--- src/port_pkg.sv ---
/*
 * shared types and constants for the four-port i/o block.
 * assumes a single core clock domain and a cpu core that issues port strobes.
 */
package port_pkg;

   localparam int               PORT_W       = 8;
   localparam int               NUM_PORTS    = 4;
   localparam logic [7:0]       LATCH_RESET  = 8'hff;
   localparam logic [7:0]       BUS_FILL     = 8'hff;
   localparam int               SYNC_STAGES  = 2;

   // port 3 alternate bit positions
   localparam int               P3_OVERCURRENT = 0;
   localparam int               P3_FRAME_START = 1;
   localparam int               P3_WRITE_STRB  = 6;
   localparam int               P3_READ_STRB   = 7;

   // cpu port operations
   typedef enum logic [2:0] {
      OP_NONE      = 3'h0,
      OP_WRITE     = 3'h1,
      OP_READ_PIN  = 3'h3,
      OP_READ_LATCH= 3'h2,
      OP_RMW       = 3'h6,
      OP_BIT_WRITE = 3'h7
   } port_op_t;

   // cpu request to the port block
   typedef struct packed {
      port_op_t   op;
      logic [1:0] port;
      logic [2:0] bit_sel;
      logic       bit_val;
      logic [7:0] wdata;
   } port_req_t;

   // external bus phase requested by the core
   typedef enum logic [1:0] {
      BUS_IDLE  = 2'b00,
      BUS_ADDR  = 2'b01,
      BUS_WDATA = 2'b11,
      BUS_RDATA = 2'b10
   } bus_phase_t;

   typedef enum logic [1:0] {
      KIND_CODE  = 2'h0,
      KIND_DATA8 = 2'h1,
      KIND_DATA16= 2'h2
   } bus_kind_t;

   // external memory cycle control from the core
   typedef struct packed {
      bus_phase_t phase;
      bus_kind_t  kind;
      logic       write;
      logic [15:0] addr;
      logic [7:0]  wdata;
   } ext_bus_t;

   // pin drive for one port: output value and enable per line
   typedef struct packed {
      logic [7:0] value;
      logic [7:0] oe;
   } pin_drive_t;

endpackage

--- src/quasi_bidir_ports.sv ---
/*
 * four quasi-bidirectional 8-bit ports with multiplexed external bus on
 * ports 0 and 2 and alternate functions on ports 1 and 3.
 * assumes the core sequences bus phases and strobes; one clock, ref_clk.
 */
// Summary of operation
// - four 8-bit ports, each with latch, driver and input buffer
// - external cycles: port 0 low address with data, port 2 high address
// - write strobe loads latch; latch read and pin read return their values
// - each line works as input or output independently
// - ports 1 and 3 pulled up; latch one releases pull-down for input
// - ports 1 and 3: latch one lets alternate output set the pin
// - ports 0 and 2: latch one disables pull-down for input use
// - port 0 open drain except driving ones during bus cycles
// - bus cycle switches port 0 drivers to address/data, port 2 to high address or its latch
// - ports 0 and 2 unavailable for general i/o during bus use
// - read-modify-write ops read the latch, not the pin
// - bit writes read whole latch, change one bit, write back
// - port 0 drives both levels for address/write data, floats for read
// - port 2 drives both levels while presenting high address
// - program reads use program strobe; data uses read or write strobe
// - instruction fetches use a 16-bit address
// - byte-pointer moves use 8-bit address, data pointer 16-bit
// - port 3 bits 6,7 write/read strobes; bit 0 overcurrent, bit 1 frame
// - port 0 doubles as address/data and keyscan inputs; port 2 keyscan out
// - 16-bit cycle holds high address on port 2, latch untouched
// - 8-bit data cycle keeps port 2 latch on pins
// - every external access writes all ones into port 0 latch
// - address latch strobe marks low address; write data spans write strobe
`timescale 1ns/100ps
module quasi_bidir_ports
(
   input  wire logic                   ref_clk,
   input  wire logic                   nrst,
   input  wire port_pkg::port_req_t    req,
   output      logic [7:0]             rdata,
   input  wire port_pkg::ext_bus_t     ext_bus,
   output      logic [7:0]             ext_rdata,
   output      logic                   addr_latch_strobe,
   output      logic                   program_read_strobe_n,
   input  wire logic [7:0]             alt_out_p1,
   input  wire logic [7:0]             alt_out_p3,
   output      logic [7:0]             keyscan_inputs,
   output      logic [7:0]             alt_in_p1,
   output      logic [7:0]             alt_in_p3,
   output      logic                   overcurrent_sense_n,
   input  wire logic [7:0]             pin_in_p0,
   input  wire logic [7:0]             pin_in_p1,
   input  wire logic [7:0]             pin_in_p2,
   input  wire logic [7:0]             pin_in_p3,
   output      port_pkg::pin_drive_t   drive_p0,
   output      port_pkg::pin_drive_t   drive_p1,
   output      port_pkg::pin_drive_t   drive_p2,
   output      port_pkg::pin_drive_t   drive_p3
);

   // -----------------------------------------------------------------
   // latches and synchronised pins
   // -----------------------------------------------------------------
   logic [7:0] port_latch_reg [port_pkg::NUM_PORTS];
   logic [7:0] pin_synced     [port_pkg::NUM_PORTS];
   logic [7:0] raw_pins       [port_pkg::NUM_PORTS];
   logic       bus_active;
   logic       drive_addr;
   logic       drive_wdata;
   logic [7:0] high_addr_lines;
   logic [7:0] mux_low_addr_data;
   logic [7:0] strobe_bits;

   assign raw_pins[0] = pin_in_p0;
   assign raw_pins[1] = pin_in_p1;
   assign raw_pins[2] = pin_in_p2;
   assign raw_pins[3] = pin_in_p3;

   for (genvar i = 0; i < port_pkg::NUM_PORTS; i++)
   begin : g_sync
      pin_sync #(.WIDTH(port_pkg::PORT_W)) u_sync
      (
         .ref_clk      (ref_clk),
         .nrst         (nrst),
         .pin_in       (raw_pins[i]),
         .pin_sync_out (pin_synced[i])
      );
   end

   // single-bit update of a latched byte
   function automatic logic [7:0] set_bit(input logic [7:0] byte_in, input logic [2:0] sel,
                                          input logic val);
      logic [7:0] result;
      result      = byte_in;
      result[sel] = val;
      return result;
   endfunction

   // -----------------------------------------------------------------
   // bus cycle decode
   // -----------------------------------------------------------------
   assign bus_active  = ext_bus.phase != port_pkg::BUS_IDLE;
   assign drive_addr  = ext_bus.phase == port_pkg::BUS_ADDR;
   assign drive_wdata = ext_bus.phase == port_pkg::BUS_WDATA;

   // code fetches and data-pointer moves place the high byte on port 2
   always_comb
   begin
      unique case (ext_bus.kind)
         port_pkg::KIND_CODE   : high_addr_lines = ext_bus.addr[15:8];
         port_pkg::KIND_DATA16 : high_addr_lines = ext_bus.addr[15:8];
         default               : high_addr_lines = port_latch_reg[2];
      endcase
   end

   assign mux_low_addr_data = drive_addr ? ext_bus.addr[7:0] : ext_bus.wdata;

   // -----------------------------------------------------------------
   // latch writes
   // -----------------------------------------------------------------
   always_ff @(posedge ref_clk or negedge nrst)
   begin
      if (!nrst)
      begin
         for (int i = 0; i < port_pkg::NUM_PORTS; i++)
            port_latch_reg[i] <= port_pkg::LATCH_RESET;
      end
      else
      begin
         if (req.op == port_pkg::OP_WRITE || req.op == port_pkg::OP_RMW)
            port_latch_reg[req.port] <= req.wdata;
         else if (req.op == port_pkg::OP_BIT_WRITE)
            port_latch_reg[req.port] <= set_bit(port_latch_reg[req.port],
                                                req.bit_sel, req.bit_val);
         if (bus_active)
            port_latch_reg[0] <= port_pkg::BUS_FILL;
      end
   end

   // -----------------------------------------------------------------
   // cpu read data: latch for latch reads and rmw sources, pin for pin reads
   // -----------------------------------------------------------------
   always_ff @(posedge ref_clk or negedge nrst)
   begin
      if (!nrst)
         rdata <= 8'h00;
      else if (req.op == port_pkg::OP_READ_PIN)
         rdata <= pin_synced[req.port];
      else if (req.op == port_pkg::OP_READ_LATCH || req.op == port_pkg::OP_RMW
               || req.op == port_pkg::OP_BIT_WRITE)
         rdata <= port_latch_reg[req.port];
   end

   always_ff @(posedge ref_clk or negedge nrst)
   begin
      if (!nrst)
         ext_rdata <= 8'h00;
      else if (ext_bus.phase == port_pkg::BUS_RDATA)
         ext_rdata <= pin_synced[0];
   end

   // -----------------------------------------------------------------
   // bus strobes
   // -----------------------------------------------------------------
   always_ff @(posedge ref_clk or negedge nrst)
   begin
      if (!nrst)
      begin
         addr_latch_strobe     <= 1'b0;
         program_read_strobe_n <= 1'b1;
         strobe_bits           <= 8'hff;
      end
      else
      begin
         addr_latch_strobe     <= drive_addr;
         program_read_strobe_n <= !(ext_bus.kind == port_pkg::KIND_CODE
                                    && ext_bus.phase == port_pkg::BUS_RDATA);
         strobe_bits           <= 8'hff;
         strobe_bits[port_pkg::P3_WRITE_STRB] <= !(ext_bus.kind != port_pkg::KIND_CODE
                                                  && drive_wdata);
         strobe_bits[port_pkg::P3_READ_STRB]  <= !(ext_bus.kind != port_pkg::KIND_CODE
                                                  && ext_bus.phase == port_pkg::BUS_RDATA);
      end
   end

   // -----------------------------------------------------------------
   // pin drivers
   // -----------------------------------------------------------------
   always_comb
   begin
      // port 0: open drain as gpio, push-pull for address and write data
      if (bus_active)
      begin
         drive_p0.value = mux_low_addr_data;
         drive_p0.oe    = (drive_addr || drive_wdata) ? 8'hff : 8'h00;
      end
      else
      begin
         drive_p0.value = 8'h00;
         drive_p0.oe    = ~port_latch_reg[0];
      end
   end

   always_comb
   begin
      // port 2: strong both levels during bus use
      if (bus_active)
      begin
         drive_p2.value = high_addr_lines;
         drive_p2.oe    = 8'hff;
      end
      else
      begin
         drive_p2.value = 8'h00;
         drive_p2.oe    = ~port_latch_reg[2];
      end
   end

   // ports 1 and 3: pull-down wherever the latch or the alternate output is zero
   always_comb
   begin
      logic [7:0] p3_alt;
      logic [7:0] wr_gate;
      // write strobe drops as soon as port 0 stops carrying write data
      wr_gate = strobe_bits;
      wr_gate[port_pkg::P3_WRITE_STRB] = strobe_bits[port_pkg::P3_WRITE_STRB] | !drive_wdata;
      p3_alt = alt_out_p3 & wr_gate;
      drive_p1.value = 8'h00;
      drive_p1.oe    = ~(port_latch_reg[1] & alt_out_p1);
      drive_p3.value = 8'h00;
      drive_p3.oe    = ~(port_latch_reg[3] & p3_alt);
   end

   // -----------------------------------------------------------------
   // alternate inputs
   // -----------------------------------------------------------------
   assign keyscan_inputs      = pin_synced[0];
   assign alt_in_p1           = pin_synced[1];
   assign alt_in_p3           = pin_synced[3];
   assign overcurrent_sense_n = pin_synced[3][port_pkg::P3_OVERCURRENT];

endmodule // quasi_bidir_ports

--- src/pin_sync.sv ---
/*
 * two-stage synchroniser for one port's pins.
 * assumes the pins are asynchronous to ref_clk.
 */
`timescale 1ns/100ps
module pin_sync
#(
   parameter int WIDTH = 8
)
(
   input  wire logic             ref_clk,
   input  wire logic             nrst,
   input  wire logic [WIDTH-1:0] pin_in,
   output      logic [WIDTH-1:0] pin_sync_out
);

   logic [WIDTH-1:0] stage_one;

   always_ff @(posedge ref_clk or negedge nrst)
   begin
      if (!nrst)
      begin
         stage_one    <= '1;
         pin_sync_out <= '1;
      end
      else
      begin
         stage_one    <= pin_in;
         pin_sync_out <= stage_one;
      end
   end

endmodule // pin_sync

--- config.mk ---
export PLATFORM = sky130hd
export DESIGN_NAME = quasi_bidir_ports
export DESIGN_NICKNAME = d
export VERILOG_FILES = /design/src/port_pkg.sv /design/src/quasi_bidir_ports.sv /design/src/pin_sync.sv
export SDC_FILE = /design/constraint.sdc
export NUM_CORES = 1
export LEC_CHECK = 0
export BUFFER_PORTS_ARGS = -buffer_cell sky130_fd_sc_hd__clkbuf_2
export CORE_MARGIN = 4
export CORE_UTILIZATION = 45
export DETAILED_ROUTE_END_ITERATION = 7
export PLACE_DENSITY = 0.86
export RECOVER_POWER = 25
export SLEW_MARGIN = 30
export SYNTH_ARGS = -nofsm -noshare
export SYNTH_HDL_FRONTEND = slang
export SYNTH_SLANG_ARGS = --single-unit
--- constraint.sdc ---
create_clock -name ref_clk -period 3.9 [get_ports ref_clk]
set_input_delay 0.78 -clock ref_clk [delete_from_list [all_inputs] [get_ports ref_clk]]
set_output_delay 0.78 -clock ref_clk [all_outputs]
set_load 0.02 [all_outputs]
==> results.py <==
metrics = {
    "sta": {
        "worst_pin_slew_ns": 2.09,
        "relSlewSlack_pct": -39.1,
        "period_share_pct": 73.2,
        "period_minus_slack_ns": 2.86,
        "setup_viol": 0,
        "drv_slew": 40,
        "finalHoldViolations": 0,
        "fin_tns_setup_ns": 0,
        "max_freq_mhz": 350,
        "setup_ws_ns": 1.04,
        "fin_skew_ns": 0.00630,
        "rsz0062_at_grt": "no",
    },
    "detailed_routing": {
        "firstDrtPassIters": 4,
        "routed_wl_um": 12600,
        "wire_per_inst_um": 17.9,
        "vias": 3558,
        "antenna_left": 0,
        "drtIter0Drc": 126,
        "drc": 0,
        "via_per_inst": 5.05,
    },
    "logic_synthesis": {
        "ys.flop_type": "dfstp_2",
        "synth_cell_type_count": 31,
        "synth_edf_count": 0,
        "synth.yosys.warnings": 0,
        "synth_top_area_share_pct": 53.8,
        "postSynthCellCount": 363,
        "synth.most_common_cell": "dfstp_2",
        "ys_ff_latch": 116,
        "synth-async-reset-ratio_pct": 100,
        "mappedNetlistArea_um2": 4840,
        "ys_top_cells_by_count": "99 x dfstp_2, 55 x nand2_1, 23 x mux2i_1, 21 x o21ai_0",
        "synth.avg_cell_area_um2": 13.3,
        "synth_top_area_cell": "dfstp_2",
        "yosys-top-cells-area": "dfstp_2 54%, dfrtp_1 8.8%, mux4_2 7.5%, mux2i_1 4.8%, nand2_1 4.3%",
        "ys_seq_area_share_pct": 62.6,
    },
    "critical_path": {
        "critPathCaptureType": "primary output",
        "reg2reg_from": "port_latch_reg[2]$_DFFE_PN1P_",
        "cp-startpoint": "ext_bus[28]",
        "cp_common_cell": "clkbuf_2",
        "cp_cell_sequence": "clkbuf_2 -> nor2_2 -> buf_4 -> nand2_1 -> clkbuf_2",
        "cp_data_arrival_time_ns": 2.08,
        "crit_slowest_cell": "nor2_2",
        "path_class": "in -> out",
        "crit_fanout": 21,
        "cp.required_ns": 3.12,
        "critPathLaunchType": "primary input",
        "worst-r2r-cell-count": 4,
        "cpPeakStageDelay_ns": 0.47,
    },
    "layout": {
        "syn2layout_area_growth_pct": 32.4,
        "seqCellArea_um2": 3030,
        "drive_gt1_share_pct": 63.2,
        "multiInputGateArea_um2": 1640,
        "nNetsFinal": 651,
        "fillers": 824,
        "final_cells": 704,
        "antenna-diode-count": 0,
    },
    "die": {
        "io_pins": 203,
        "row_count": 37,
        "dieArea_um2": 12500,
        "chipWidth_um": 112,
        "coreArea_um2": 10400,
        "die_y_um": 112,
        "initial_core_util_pct": 46.4,
    },
    "hold_path": {
        "hold_path_class": "in -> reg",
        "hold_start": "pin_in_p3[7]",
        "hold_depth": 1,
    },
    "clock_network": {
        "clock_latency_ns": 0.51,
        "htreeDepth": 4,
        "cts_root_buffer": "clkbuf_8",
        "clock_sinks": 116,
        "clockBufferDepth": 2,
        "clkTransAtPathRegs_ns": 0.06,
        "cts_resized": 0,
        "post_cts_buffers": 0,
        "tritoncts": "done",
        "numCtsBuffers": 17,
        "postCtsHoldBufs": 0,
    },
    "place": {
        "gp_congestion": 0.857,
        "portBuffers": 185,
        "pre_cts_slack_ns": 1.06,
        "dp.cells": 672,
        "dp_hpwl_um": 9610,
    },
    "global_route": {
        "first_global_vias": 3763,
        "grt_max_degree": 52,
        "antenna_found_initial": 0,
        "grt_util_all_layers_pct": 20.6,
        "grt_first_pass_wirelength_um": 19900,
        "gr-total-overflow": 0,
    },
    "pwr": {
        "cellLeakagePower_uw": 0.00298,
        "powerDensity_nw_per_um2": 566,
        "peakVddDrop_v": 0.000355,
    },
    "outcome": {
        "failed_checks": "max-capacitance violations, max-slew violations",
        "outcome": "finished with violations",
    },
    "flow_run": {
        "maxCapViolations": 1,
    },
}
[path summary, 6_finish.rpt]
check	slack, ns	to
max reg2reg	2.16	port_latch_reg[18]$_DFFE_PN1P_
min	0.35	g_sync[3].u_sync.stage_one[7]$_DFF_PN1_
min reg2reg	0.35	g_sync[0].u_sync.pin_sync_out[3]$_DFF_PN1_
max	1.04	drive_p2[0]
max in group asynchronous	1.65	g_sync[2].u_sync.pin_sync_out[1]$_DFF_PN1_
min in group asynchronous	0.87	ext_rdata[3]$_DFFE_PN0N_
[cells in the final DEF, fill, tap and decap left out, types with 2 or more instances in the layout]
master,count
o21ai_0,21
clkbuf_8,2
nand2_1,55
clkbuf_1,2
o21bai_1,9
inv_1,3
buf_4,6
nor2_1,17
dfstp_2,99
buf_2,2
o211ai_1,14
inv_6,4
nor3b_1,3
clkbuf_16,16
clkbuf_2,183
o21ai_1,3
mux2_2,16
nand3_1,2
clkinv_2,3
dfrtp_1,17
mux4_2,16
clkinv_4,3
clkinvlp_4,3
mux2i_1,23
a21oi_1,8
a22o_1,8
conb_1,16
nand3b_1,3
[worst max-delay path, delay by kind of cell]
family	cells	cell delay (ns)
buffers and inverters	3	0.74
and+or+nand+nor	2	0.55
[layout make-up]
| cell class | count | area share (%) |
|---|---|---|
| Sequential cell | 116 | 47.3 |
| Inverter | 3 | 0.176 |
| Timing Repair Buffer | 194 | 15.6 |
| Tap cell | 136 | 2.66 |
| Multi-Input combinational cell | 223 | 25.6 |
| Clock inverter | 14 | 2.01 |
| Clock buffer | 18 | 6.68 |
[per-stage QoR]
stage | instance area [um^2] | utilization [%] | hold slack (ns) | power, uW
floorplan | 4890 | - | 0.345 | 1930
global placement | 5820 | 55.9 | 0.345 | 2180
detailed placement | 5850 | 56.2 | 0.347 | 2210
CTS | 6410 | 61.5 | 0.237 | 3660
global route | 6400 | 61.5 | 0.320 | 3800
finish | 6400 | 61.5 | 0.346 | 3620
[layer usage]
layer	GRT usage (%)	routed length [um]
met3	7.01	1180
met4	6.81	254
met5	0	0
met1	24.7	4880
met2	34.8	6320
[kinds of logic (layout without fill, tap and decap cells)]
logic type	Yosys count	after routing	synth area share, %
muxes	56	56	16.2
and+or+nand+nor	87	87	7.68
AOI/OAI and AO/OA	64	64	8.67
buffers and inverters	39	229	4.76
other	1	16	0.0775
DFF	116	116	62.6
[power breakdown]
group | leakage [uW] | switching [uW] | total, uW | internal, uW
clock | 0.000268 | 570 | 1440 | 867
sequential | 0.00124 | 106 | 1530 | 1430
combinational | 0.00148 | 398 | 656 | 258
total | 0.00298 | 1070 | 3620 | 2550
(Power assumes the default switching activity.)
